`src/hw/uptc_defines.vh`:
```
// Offsets, field positions and reset values of the PHY test register bank
`ifndef UPTC_DEFINES_VH
`define UPTC_DEFINES_VH
`define UPTC_OFF_SHARED     12'h000
`define UPTC_OFF_FRONTEND   12'h0c4
`define UPTC_OFF_CFG        12'h0d0
`define UPTC_SH_CLK_OK      12
`define UPTC_SH_TXPLL_ON    11
`define UPTC_SH_TXPLL_OK    10
`define UPTC_SH_RDYTIM_OFF  9
`define UPTC_SH_FASTSTART   17
`define UPTC_SH_GATE_BYP    0
`define UPTC_FE_DRV_OFF_N   22
`define UPTC_FE_PLUS        21
`define UPTC_FE_MINUS       20
`define UPTC_FE_RX_LEVEL    19
`define UPTC_FE_MASK_HI     15
`define UPTC_FE_MASK_LO     14
`define UPTC_FE_BITS_HI     13
`define UPTC_FE_BITS_LO     12
`define UPTC_FE_CS_ON       11
`define UPTC_FE_TRIM_HI     10
`define UPTC_FE_TRIM_LO     8
`define UPTC_FE_PULLUP      7
`define UPTC_CFG_PROTECT    0
`define UPTC_TRIM_RST       3'h0
`define UPTC_MASK_BAD       2'h2
`endif

```
`src/hw/uptc_regs.v`:
```
// AHB-Lite register bank for the USB PHY test and front-end control bits
// Notes on behaviour
// - Bit 12 reads whether the common PLL clocks are usable.
// - Bit 11 turns the transmit PLL on, cleared at reset.
// - Bit 10 reads whether the transmit PLL clocks are usable.
// - Bit 9 set disables the front-end ready timer.
// - Bit 0 set forces all clock gating into bypass.
// - Fast-start default from EEPROM flags, else OTP, else zero.
// - Flag choice for fast-start depends on high-speed or full-speed mode.
// - USB or lite reset reloads fast-start from last loaded image.
// - Bit 22 is active-low full-speed driver disable.
// - Bits 21 and 20 drive plus and minus data outputs.
// - Bit 19 reads the full-speed differential receiver.
// - Bits 15:14 mask valid transmit lanes; code 10 is invalid.
// - High-speed transmit bits 13:12 are sent low bit first.
// - Bit 11 powers the current source; forced on in high-speed mode.
// - Bits 10:8 trim drive current; 000 nominal, 001 minus five percent.
// - Reset protection keeps the trim field across USB and lite resets; hardware reset still clears it.
// - Bit 7 enables the D+ pull-up, off at reset.
// - Shared block test register sits at offset zero.
`timescale 1ns/100ps
`include "uptc_defines.vh"

module uptc_regs (
  input  wire        hclk,
  input  wire        hresetn,
  input  wire        hsel,
  input  wire [11:0] haddr,
  input  wire [1:0]  htrans,
  input  wire        hwrite,
  input  wire [2:0]  hsize,
  input  wire [31:0] hwdata,
  input  wire        hready,
  output wire        hreadyout,
  output wire        hresp,
  output reg  [31:0] hrdata,
  input  wire        usb_reset,
  input  wire        lite_soft_reset,
  input  wire        hs_mode,
  input  wire        eeprom_present,
  input  wire        otp_present,
  input  wire        eeprom_fast_start_hs,
  input  wire        eeprom_fast_start_fs,
  input  wire        otp_fast_start_hs,
  input  wire        otp_fast_start_fs,
  input  wire [2:0]  eeprom_trim,
  input  wire [2:0]  otp_trim,
  input  wire        common_pll_clock_ok,
  input  wire        ss_tx_pll_ok,
  input  wire        fullspeed_rx_level,
  output reg         ss_tx_pll_on,
  output reg         frontend_ready_timer_off,
  output reg         gating_bypass_force,
  output reg         hs_pll_fast_start,
  output reg         fullspeed_drive_off_n,
  output reg         fullspeed_plus_out,
  output reg         fullspeed_minus_out,
  output reg  [1:0]  frontend_hs_tx_lane_valid,
  output reg         hs_tx_serial,
  output reg         hs_current_source_on,
  output reg  [2:0]  hs_drive_current_trim,
  output reg         dp_pullup_on
);

  // Status and strap inputs come from other domains
  reg  [3:0]  sync1_ff;
  reg  [3:0]  sync2_ff;
  // Strap levels are pins too, so they pass two flops as well
  reg  [12:0] strap1_ff;
  reg  [12:0] strap2_ff;
  reg         wr_pend_ff;
  reg  [11:0] wr_addr_ff;
  reg         rst_protect_ff;
  reg  [1:0]  hs_tx_lane_mask_ff;
  reg  [1:0]  hs_tx_bits_ff;
  reg         cs_bit_ff;
  reg         bit_idx_ff;
  reg         soft_rst_d_ff;
  wire        soft_rst;
  wire        soft_rst_edge;
  wire        addr_ok;
  wire        fast_start_img;
  wire [2:0]  trim_img;
  reg  [31:0] nxt_rdata;

  assign hreadyout = 1'b1;
  assign hresp     = 1'b0;
  assign addr_ok   = hsel & hready & htrans[1];
  assign soft_rst  = usb_reset | lite_soft_reset;
  assign soft_rst_edge = soft_rst & ~soft_rst_d_ff;

  assign fast_start_img = strap2_ff[12] ?
                          (sync2_ff[3] ? strap2_ff[10] : strap2_ff[9]) :
                          strap2_ff[11] ?
                          (sync2_ff[3] ? strap2_ff[8] : strap2_ff[7]) : 1'b0;
  assign trim_img = strap2_ff[12] ? strap2_ff[5:3] :
                    strap2_ff[11] ? strap2_ff[2:0] : `UPTC_TRIM_RST;

  always @(posedge hclk or negedge hresetn) begin
    if (!hresetn) begin
      sync1_ff  <= 4'h0;
      sync2_ff  <= 4'h0;
      strap1_ff <= 13'h0000;
      strap2_ff <= 13'h0000;
    end else begin
      sync1_ff  <= {hs_mode, fullspeed_rx_level, ss_tx_pll_ok, common_pll_clock_ok};
      sync2_ff  <= sync1_ff;
      strap1_ff <= {eeprom_present, otp_present, eeprom_fast_start_hs, eeprom_fast_start_fs,
                    otp_fast_start_hs, otp_fast_start_fs, 1'b0, eeprom_trim, otp_trim};
      strap2_ff <= strap1_ff;
    end
  end

  always @(posedge hclk or negedge hresetn) begin
    if (!hresetn) begin
      wr_pend_ff <= 1'b0;
      wr_addr_ff <= 12'h000;
      hrdata     <= 32'h0000_0000;
    end else begin
      wr_pend_ff <= addr_ok & hwrite;
      wr_addr_ff <= haddr;
      hrdata     <= (addr_ok & ~hwrite) ? nxt_rdata : 32'h0000_0000;
    end
  end

  // reserved bits and unmapped words read zero
  always @* begin
    nxt_rdata = 32'h0000_0000;
    case ({haddr[11:2], 2'b00})
      `UPTC_OFF_SHARED: begin
        nxt_rdata[`UPTC_SH_FASTSTART]  = hs_pll_fast_start;
        nxt_rdata[`UPTC_SH_CLK_OK]     = sync2_ff[0];
        nxt_rdata[`UPTC_SH_TXPLL_ON]   = ss_tx_pll_on;
        nxt_rdata[`UPTC_SH_TXPLL_OK]   = sync2_ff[1];
        nxt_rdata[`UPTC_SH_RDYTIM_OFF] = frontend_ready_timer_off;
        nxt_rdata[`UPTC_SH_GATE_BYP]   = gating_bypass_force;
      end
      `UPTC_OFF_FRONTEND: begin
        nxt_rdata[`UPTC_FE_DRV_OFF_N] = fullspeed_drive_off_n;
        nxt_rdata[`UPTC_FE_PLUS]      = fullspeed_plus_out;
        nxt_rdata[`UPTC_FE_MINUS]     = fullspeed_minus_out;
        nxt_rdata[`UPTC_FE_RX_LEVEL]  = sync2_ff[2];
        nxt_rdata[`UPTC_FE_MASK_HI:`UPTC_FE_MASK_LO] = hs_tx_lane_mask_ff;
        nxt_rdata[`UPTC_FE_BITS_HI:`UPTC_FE_BITS_LO] = hs_tx_bits_ff;
        nxt_rdata[`UPTC_FE_CS_ON]     = cs_bit_ff;
        nxt_rdata[`UPTC_FE_TRIM_HI:`UPTC_FE_TRIM_LO] = hs_drive_current_trim;
        nxt_rdata[`UPTC_FE_PULLUP]    = dp_pullup_on;
      end
      `UPTC_OFF_CFG: begin
        nxt_rdata[`UPTC_CFG_PROTECT] = rst_protect_ff;
      end
      default: begin
        nxt_rdata = 32'h0000_0000;
      end
    endcase
  end

  // Register writes land in the data phase
  always @(posedge hclk or negedge hresetn) begin
    if (!hresetn) begin
      ss_tx_pll_on             <= 1'b0;
      frontend_ready_timer_off <= 1'b0;
      gating_bypass_force      <= 1'b0;
      hs_pll_fast_start        <= 1'b0;
      fullspeed_drive_off_n    <= 1'b0;
      fullspeed_plus_out       <= 1'b0;
      fullspeed_minus_out      <= 1'b0;
      hs_tx_lane_mask_ff       <= 2'h0;
      hs_tx_bits_ff            <= 2'h0;
      cs_bit_ff                <= 1'b0;
      hs_drive_current_trim    <= `UPTC_TRIM_RST;
      dp_pullup_on             <= 1'b0;
      rst_protect_ff           <= 1'b0;
      soft_rst_d_ff            <= 1'b0;
    end else begin
      soft_rst_d_ff <= soft_rst;
      if (soft_rst) begin
        hs_pll_fast_start <= fast_start_img;
        if (!rst_protect_ff)
          hs_drive_current_trim <= trim_img;
        dp_pullup_on <= 1'b0;
      end else if (wr_pend_ff) begin
        case ({wr_addr_ff[11:2], 2'b00})
          `UPTC_OFF_SHARED: begin
            hs_pll_fast_start        <= hwdata[`UPTC_SH_FASTSTART];
            ss_tx_pll_on             <= hwdata[`UPTC_SH_TXPLL_ON];
            frontend_ready_timer_off <= hwdata[`UPTC_SH_RDYTIM_OFF];
            gating_bypass_force      <= hwdata[`UPTC_SH_GATE_BYP];
          end
          `UPTC_OFF_FRONTEND: begin
            fullspeed_drive_off_n <= hwdata[`UPTC_FE_DRV_OFF_N];
            fullspeed_plus_out    <= hwdata[`UPTC_FE_PLUS];
            fullspeed_minus_out   <= hwdata[`UPTC_FE_MINUS];
            hs_tx_lane_mask_ff    <= hwdata[`UPTC_FE_MASK_HI:`UPTC_FE_MASK_LO];
            hs_tx_bits_ff         <= hwdata[`UPTC_FE_BITS_HI:`UPTC_FE_BITS_LO];
            cs_bit_ff             <= hwdata[`UPTC_FE_CS_ON];
            // trim code passed to the driver
            hs_drive_current_trim <= hwdata[`UPTC_FE_TRIM_HI:`UPTC_FE_TRIM_LO];
            dp_pullup_on          <= hwdata[`UPTC_FE_PULLUP];
          end
          `UPTC_OFF_CFG: begin
            rst_protect_ff <= hwdata[`UPTC_CFG_PROTECT];
          end
          default: begin
            rst_protect_ff <= rst_protect_ff;
          end
        endcase
      end else if (soft_rst_edge) begin
        rst_protect_ff <= rst_protect_ff;
      end
    end
  end

  // lane mask decode, invalid code yields no lanes
  // low bit first on serial output
  // current source forced in high-speed mode
  // plus and minus already drive pins from flops
  always @(posedge hclk or negedge hresetn) begin
    if (!hresetn) begin
      frontend_hs_tx_lane_valid <= 2'h0;
      hs_tx_serial              <= 1'b0;
      bit_idx_ff                <= 1'b0;
      hs_current_source_on      <= 1'b0;
    end else begin
      frontend_hs_tx_lane_valid <= (hs_tx_lane_mask_ff == `UPTC_MASK_BAD) ? 2'h0 :
                                   hs_tx_lane_mask_ff;
      bit_idx_ff   <= hs_tx_lane_mask_ff[1] ? ~bit_idx_ff : 1'b0;
      hs_tx_serial <= hs_tx_lane_mask_ff[0] & hs_tx_bits_ff[bit_idx_ff];
      hs_current_source_on <= cs_bit_ff | sync2_ff[3];
    end
  end

endmodule // uptc_regs

```
`config.mk`:
```
export PLATFORM = sky130hd
export DESIGN_NAME = uptc_regs
export DESIGN_NICKNAME = d
export VERILOG_FILES = /design/src/hw/uptc_regs.v
export VERILOG_INCLUDE_DIRS = /design/src /design/src/hw
export SDC_FILE = /design/constraint.sdc
export NUM_CORES = 1
export LEC_CHECK = 0
export BUFFER_PORTS_ARGS = -buffer_cell sky130_fd_sc_hd__buf_2
export CAP_MARGIN = 25
export CELL_PAD_IN_SITES_DETAIL_PLACEMENT = 1
export CELL_PAD_IN_SITES_GLOBAL_PLACEMENT = 1
export CORE_MARGIN = 4
export CORE_UTILIZATION = 37
export DETAILED_ROUTE_END_ITERATION = 10
export PLACE_DENSITY = 0.89
export REMOVE_ABC_BUFFERS = 1
export SYNTH_ARGS = -nofsm -noshare
export SYNTH_HDL_FRONTEND = slang
export SYNTH_SLANG_ARGS = --single-unit
export TNS_END_PERCENT = 20
```
`constraint.sdc`:
```
create_clock -name hclk -period 2.7 [get_ports hclk]
set_clock_uncertainty 0.1 [all_clocks]
set_input_delay 0.54 -clock hclk [delete_from_list [all_inputs] [get_ports hclk]]
set_output_delay 0.54 -clock hclk [all_outputs]
set_load 0.01 [all_outputs]
```
==> results of run 1 <==
-- final cells by class --
type / instances / area (µm²)
Sequential cell: 80 / 2002
Clock buffer: 9 / 123.9
Multi-Input combinational cell: 103 / 737.0
Clock inverter: 7 / 80.08
Tap cell: 99 / 123.9
Fill cell: 773 / 3866
Inverter: 1 / 3.754
Timing Repair Buffer: 80 / 432.9
-- registers in the layout, summed over array words and instances (netlist names), 2 cells and up --
name                       cells
wr_addr_ff                    10
strap2_ff                     12
strap1_ff                     12
frontend_hs_tx_lane_valid      2
hs_tx_bits_ff                  2
hs_tx_lane_mask_ff             2
sync1_ff                       4
hrdata                        15
hs_drive_current_trim          3
sync2_ff                       4
-- routing by layer --
layer | track usage [%] | part of all wire [%] | wire, µm | vias up
met4 | 6.161 | 2.5 | 146 | 2
li1 | - | - | - | 788
met5 | 0 | 0.20 | 12 | -
met1 | 14.81 | 37 | 2162 | 828
met3 | 4.691 | 8.6 | 507 | 15
met2 | 23.97 | 52 | 3082 | 73
-- layout by cell type (no fill, tap or decap), types with 3 or more instances in the layout --
master,count
sky130_fd_sc_hd__dfrtp_1,80
sky130_fd_sc_hd__buf_2,76
sky130_fd_sc_hd__conb_1,19
sky130_fd_sc_hd__and2_1,11
sky130_fd_sc_hd__nor2_1,10
sky130_fd_sc_hd__clkbuf_8,9
sky130_fd_sc_hd__a22oi_1,7
sky130_fd_sc_hd__mux2_2,7
sky130_fd_sc_hd__mux2_4,7
sky130_fd_sc_hd__nor3_1,4
sky130_fd_sc_hd__nand4b_1,3
sky130_fd_sc_hd__nor4_1,3
sky130_fd_sc_hd__nor2b_1,3
sky130_fd_sc_hd__nand2_1,3
sky130_fd_sc_hd__a221o_2,3
sky130_fd_sc_hd__clkinv_4,3
-- logic make-up after synthesis --
| family | Yosys count |
|---|---|
| buffers and inverters | 22 |
| other | 2 |
| AO/OA/AOI/OAI | 15 |
| multiplexers | 16 |
| flip-flops | 80 |
| AND/OR/NAND/NOR | 53 |
-- where the power goes --
group / total, mW / internal [mW] / switching (mW)
Clock: 0.879 / 0.434 / 0.445
Combinational: 0.124 / 0.0517 / 0.0720
Sequential: 1.25 / 1.24 / 0.0185
-- path summary, 6_finish.rpt --
path,endpoint,slack [ps],depth (start not counted),start
min in group asynchronous,wr_addr_ff[9],420,2,hresetn
setup / recovery,hs_tx_bits_ff[0],580,4,wr_addr_ff[3]
hold reg to reg,sync2_ff[1],240,0,sync1_ff[1]
max in group asynchronous,sync1_ff[2],1530,3,hresetn
hold / removal,strap1_ff[1],200,1,otp_trim[1]
setup reg to reg,hs_tx_bits_ff[0],580,4,wr_addr_ff[3]
-- timing repair --
action	4_1_cts	5_1_grt
buffers inserted	0	0
endpoints found under the hold margin	0	1
hold buffers	0	1
-- critical path, stage by stage (launching register included) --
cell and delay, ps:
sky130_fd_sc_hd__dfrtp_1 390, sky130_fd_sc_hd__or3_4 420, sky130_fd_sc_hd__nor4_4 410, sky130_fd_sc_hd__and2_4 340, sky130_fd_sc_hd__mux2_2 360
==> flow_summary.rst, run 1 <==
.. list-table::
   :header-rows: 1

   * - Metric
     - Value
   * - Row count
     - 31
   * - Top achievable clock speed
     - 470.9 MHz
   * - Layout cells sized above 1
     - between 40% and 50%
   * - Post-Synthesis Cells
     - 188
   * - Quantity of gates resized following cts
     - 0
   * - Top FF cell, synth
     - sky130_fd_sc_hd__dfrtp_1
   * - Die width
     - approximately 96 µm
   * - Total half-perimeter wirelength after legalization and detailed placement
     - 4435 µm
   * - Leading post-synthesis cells by cell area
     - sky130_fd_sc_hd__dfrtp_1, sky130_fd_sc_hd__buf_4, sky130_fd_sc_hd__mux2_4
   * - Post-synthesis async set-or-reset flop share
     - 100.0%
   * - Post-Synth XOR/XNOR Area
     - 0%
   * - Post-synth EDFFs
     - 0
   * - Sequential element share of the synthesized area
     - a little over two thirds
   * - Layout overhead on the synthesized area
     - 23.13%
   * - Result of the run
     - finished, final reports clean
   * - Nature of the critical path startpoint
     - flip-flop
   * - Post-Route Setup TNS
     - 0 ps
   * - Biggest area consumer among synthesized cells
     - sky130_fd_sc_hd__dfrtp_1
   * - Non-filler cells in the finished layout
     - 379
   * - Total wire length after detailed routing
     - between 5000 and 6000 µm
   * - Worst hold path type
     - in2reg
   * - Number of port buffers
     - 77
   * - Area share of the leading cell type in the synthesized netlist
     - 70.36%
   * - Synth cell count leaders
     - sky130_fd_sc_hd__dfrtp_1, sky130_fd_sc_hd__buf_4, sky130_fd_sc_hd__and2_1, sky130_fd_sc_hd__nor2_1
   * - Shortest clock period the worst path allows after layout
     - approximately 2100 ps
   * - Number of DRC violations after detailed routing
     - 0
   * - Final Power
     - approximately 2.3 mW
   * - Worst Path Class, Setup
     - reg2reg
   * - Biggest fanout along the worst timing path
     - 11
   * - Adder and majority gate portion of the synthesized area
     - 0%
   * - Yosys warnings
     - 0
   * - Initial DRC count
     - 32
   * - Arrival time at the worst endpoint
     - ~2300 ps
   * - Clock Sinks
     - 80
   * - Root Buffer
     - sky130_fd_sc_hd__clkbuf_8
   * - Area of the mapped netlist
     - 2845 µm²
   * - Placement-stage cell area
     - 3262 µm²
   * - Synth Register Bits
     - 80
   * - GR Util All Layers
     - 13.65%
   * - Total CTS buffers
     - 9
   * - Worst-skew pair later-pin latency
     - 350 ps
   * - Synthesized-area fraction occupied by and/or/nand/nor cells
     - around an eighth
   * - Top-Level Pins
     - 121
   * - Combinational family with the most area after synthesis
     - simple AND/OR/NAND/NOR gates
   * - Post-synth cell types
     - 36
   * - Global-route wire length before repair
     - 9197 µm
   * - # diodes
     - 0
   * - Top-count cell post-synth
     - sky130_fd_sc_hd__dfrtp_1
   * - Maximum level of the CTS H-tree
     - 3
   * - Endpoints failing setup
     - 0
   * - Chip height
     - 95.69 µm
   * - Hold Vio Cnt, Final
     - 0
   * - Initial Util
     - 38.61%
   * - Total of max-cap violations
     - 0
   * - Antenna violations before repair
     - 1
   * - Vias after detailed routing
     - 1706
   * - Routed length per placed instance
     - 15.60 µm
   * - Power density of the placed cells
     - approximately 640 nW/µm²
   * - Largest net degree at the start of global routing
     - a little over 80
   * - Via count of the first global-routing pass
     - 1850
   * - Fin worst setup slack
     - 576.4 ps
   * - Post-Place Worst Slack
     - 587.3 ps
   * - Routability-driven placement congestion ratio
     - 0.7076
   * - Pre-Repair DR Iteration Count
     - 4
   * - Final clock period utilization by the worst path
     - 78.65%
   * - Syn_area_per_cell
     - 15.13 µm²
   * - Post-synthesis compound-gate area fraction
     - 4.134%
   * - Clock Tree Buf Depth
     - 2
   * - Avg Vias per Cell
     - 4.501
   * - GRT Residual Overflow
     - 0
   * - Worst path required time
     - ~2800 ps
   * - Total core area
     - around 7400 µm²
   * - Maximum ir drop on the vdd rail
     - 0.0003722 V
   * - Clock tree from TritonCTS
     - done
   * - Summed area of non-filler cells in the final layout
     - 3503 µm²
   * - Leakage
     - 1.771 nW
   * - Cell count after placement
     - ~360
   * - Fin Hold WS
     - slightly below 200 ps
   * - Multiplexer share of the synthesized area
     - 7.168%
   * - Utilization of the core after routing
     - 47.54%
   * - Clk slew on worst S/H paths
     - approximately 90 ps
   * - Floorplan die area
     - 9157 µm²
   * - Sort of element at the end of the critical path
     - flip-flop
   * - RSZ-0062 raised after global routing
     - false
   * - Post-layout nets
     - 347
   * - Rel. slew slack
     - 60.00%
   * - Slew of the pin with the lowest slew margin
     - 591.9 ps
   * - Max-slew violation total from the final report
     - 0
   * - Residual antenna-violating net count after detailed routing
     - 0
(Power assumes the default switching activity.)
==> inputs of run 2 (changes only) <==
Clock period 2.7 ns to 2.1 ns, I/O delays scaled along.
==> run 2 against run 1 <==
  * Total power grew 28%
  * Largest power group unchanged
  * Critical endpoint unchanged
  * Sequential share of layout area fell by 0.30 points
  * First-iteration DRC count rose to 3.0 times the previous value
  * Core utilization grew 0.25 points
  * Non-clock buffer count is 2 higher
  * Highest routed layer unchanged
  * Worst hold slack got worse by 120 ps
  * Clock power increased by 29%
==> flow_summary.rst, run 2 (synthesis results as in run 1) <==
.. list-table::
   :header-rows: 1

   * - Metric
     - Value
   * - Result of the run
     - finished, final reports clean
   * - Vias after detailed routing
     - 1726 (+1.2%)
   * - Die width
     - 95.69 µm (unchanged)
   * - Maximum ir drop on the vdd rail
     - 0.0004502 V (+21%)
   * - GRT Residual Overflow
     - 0 (unchanged)
   * - Initial Util
     - 38.61% (unchanged)
   * - GR Util All Layers
     - 14.33% (+0.68 points)
   * - Clock Sinks
     - 80 (unchanged)
   * - Endpoints failing setup
     - 0 (unchanged)
   * - Total of max-cap violations
     - 0 (unchanged)
   * - Internal Dissipation
     - 2.214 mW (+29%)
   * - Power density of the placed cells
     - 823.7 nW/µm² (+28%)
   * - Row count
     - 31 (unchanged)
   * - Arrival time at the worst endpoint
     - 2160 ps (-100 ps)
   * - Final clock period utilization by the worst path
     - 95.94% (+17 points)
   * - Floorplan die area
     - 9157 µm² (unchanged)
   * - Rel. slew slack
     - 60.43% (+0.43 points)
   * - Root Buffer
     - sky130_fd_sc_hd__clkbuf_8
   * - Pre-Repair DR Iteration Count
     - 4 (unchanged)
   * - Number of DRC violations after detailed routing
     - 0 (unchanged)
   * - Avg Vias per Cell
     - 4.530 (+0.64%)
   * - Biggest fanout along the worst timing path
     - 11 (unchanged)
   * - Post-Route Setup TNS
     - 0 ps (unchanged)
   * - Fin Hold WS
     - 76.72 ps (-119.1 ps)
   * - Top achievable clock speed
     - 496.3 MHz (+5.4%)
   * - Launching point of the worst reg2reg path
     - wr_addr_ff[9]
   * - Maximum level of the CTS H-tree
     - 3 (unchanged)
   * - Fill cell count
     - 781 (+1.0%)
   * - Worst reg2reg endpoint
     - hs_tx_bits_ff[0]
   * - Post-CTS Repair Setup Buffers
     - 0 (unchanged)
   * - Largest registers in the final layout
     - hrdata (15), strap1_ff (12), strap2_ff (12)
   * - Initial DRC count
     - 96 (+200%)
   * - Antenna violations before repair
     - 1 (unchanged)
   * - Layout cells sized above 1
     - 43.26% (+1.1 points)
   * - Sequence of cells on the critical path
     - or3b_4 -> nor4_4 -> and2_4 -> mux2_2
   * - Routed length per placed instance
     - 15.89 µm (+1.9%)
   * - Leakage
     - 1.775 nW (+0.23%)
   * - Number of flip-flops in the largest register
     - 15 (unchanged)
   * - Comb pwr share
     - 5.5% (about the same)
   * - Critical path depth in cells
     - 4 (unchanged)
   * - Hold Vio Cnt, Final
     - 0 (unchanged)
   * - Post-Place Worst Slack
     - 27.46 ps (-559.8 ps)
   * - Post-layout nets
     - 349 (+0.58%)
   * - Commonest cells after routing, fill and taps aside
     - sky130_fd_sc_hd__dfrtp_1, sky130_fd_sc_hd__buf_2, sky130_fd_sc_hd__conb_1, sky130_fd_sc_hd__and2_1, sky130_fd_sc_hd__nor2_1
   * - Slew of the pin with the lowest slew margin
     - 585.6 ps (-6.353 ps)
   * - Utilization of the core after routing
     - 47.79% (+0.25 points)
   * - Worst hold path type
     - in2reg
   * - Cell count after placement
     - 364 (+0.83%)
   * - Via count of the first global-routing pass
     - 1931 (+4.4%)
   * - Cells on Worst Hold Path
     - 1 (unchanged)
   * - Number of port buffers
     - 77 (unchanged)
   * - Register with the highest flop count
     - hrdata
   * - Flop-to-flop setup slack
     - 90 ps (-490 ps)
   * - Residual antenna-violating net count after detailed routing
     - 0 (unchanged)
   * - Flop pwr share
     - 55.6% (about the same)
   * - Worst Path Class, Setup
     - reg2reg
   * - Worst path required time
     - 2250 ps (-590 ps)
   * - Biggest cell delay along the critical path
     - 430 ps (about the same)
   * - WHS Endpoint
     - sync1_ff[2]
   * - Beginning of the worst hold path
     - fullspeed_rx_level
   * - Critical path's slowest cell
     - sky130_fd_sc_hd__or3b_4
   * - Switching power
     - 686.9 µW (+28%)
   * - Chip height
     - 95.69 µm (unchanged)
   * - Worst path buffer plus inverter count
     - 0 (unchanged)
   * - Worst-skew pair later-pin latency
     - 350 ps (about the same)
   * - Summed area of non-filler cells in the final layout
     - 3522 µm² (+0.54%)
   * - Non-filler cells in the finished layout
     - 381 (+0.53%)
   * - Shortest clock period the worst path allows after layout
     - 2015 ps (-108.9 ps)
   * - Layout overhead on the synthesized area
     - 23.79%
   * - Clock tree from TritonCTS
     - done
   * - Relative contribution of the clock network to total power
     - 38.9% (about the same)
   * - Final Power
     - 2.901 mW (+28%)
   * - RSZ-0062 raised after global routing
     - false
   * - Nature of the critical path startpoint
     - flip-flop
   * - Cell type group with the largest total delay on the critical path
     - simple AND/OR/NAND/NOR gates
   * - Most common library cell in the layout ignoring fill and taps
     - sky130_fd_sc_hd__dfrtp_1
   * - Fin worst setup slack
     - 85.27 ps (-491.1 ps)
   * - Sort of element at the end of the critical path
     - flip-flop
   * - # diodes
     - 0 (unchanged)
   * - Depth of the worst register-to-register path
     - 4 (unchanged)
   * - Total core area
     - 7370 µm² (unchanged)
   * - Placement-stage cell area
     - 3297 µm² (+1.1%)
   * - Routability-driven placement congestion ratio
     - 0.7348 (+3.8%)
   * - Fraction of power spent switching nets
     - 23.68% (-0.035 points)
   * - Global-route wire length before repair
     - 9494 µm (+3.2%)
   * - Total CTS buffers
     - 9 (unchanged)
   * - Max-slew violation total from the final report
     - 0 (unchanged)
   * - Total wire length after detailed routing
     - 6054 µm (+2.4%)
   * - Clock Tree Buf Depth
     - 2 (unchanged)
   * - Total half-perimeter wirelength after legalization and detailed placement
     - 4611 µm (+4.0%)
   * - Largest net degree at the start of global routing
     - 44 (-46%)
   * - Top-Level Pins
     - 121 (unchanged)
   * - Clk slew on worst S/H paths
     - 90 ps (about the same)
## run 2: cell count changes in the layout (fill, tap and decap cells not counted), sizes merged
| cell | before | now |
|---|---|---|
| buf | 79 | 81 |
| clkinv | 3 | 1 |
| clkinvlp | 2 | 3 |
| inv | 2 | 3 |
## run 2: worst max path at each step
stage	startpoint	end	slack, ps
6_report	wr_addr_ff[9]	hs_tx_bits_ff[0]	90
5_1_grt	wr_addr_ff[9]	hs_tx_bits_ff[0]	30
4_1_cts	wr_addr_ff[9]	hs_pll_fast_start	10
3_5_place_dp	wr_addr_ff[9]	hs_pll_fast_start	30
3_3_place_gp	wr_addr_ff[3]	hs_pll_fast_start	70
2_1_floorplan	wr_addr_ff[9]	hs_tx_bits_ff[0]	180
## run 2: layer usage
metal | up-vias | wire (µm) | global-route usage, %
li1 | 793 | - | -
met1 | 844 | 2145 | 14.89
met2 | 73 | 3204 | 25.01
met3 | 14 | 557 | 5.864
met4 | 2 | 133 | 6.872
met5 | - | 13 | 0
## run 2: final cells by class
cell class	instances	area, µm²	share of cell area (%)
sequential	80	2002	56.84
multi-input combinational	103	749.5	21.28
timing repair buffer	82	440.4	12.50
clock buffer	9	123.9	3.517
tap	99	123.9	3.517
clock inverter	7	78.83	2.238
inverter	1	3.754	0.1066
## run 2: what timing repair did
item                                   in CTS  in global routing
setup endpoints to repair                   0                  4
hold buffers                                1                  0
gates resized for setup                     0                  2
endpoints found under the hold margin      37                  0
## run 2: power by group through the flow
stage	sequential [mW]	clock, mW	combinational [mW]
4_1_cts	1.61	1.16	0.162
3_5_place_dp	1.64	0	0.160
5_1_grt	1.62	1.25	0.181
6_report	1.61	1.13	0.160
3_3_place_gp	1.64	0	0.153
2_1_floorplan	1.64	0	0.0499
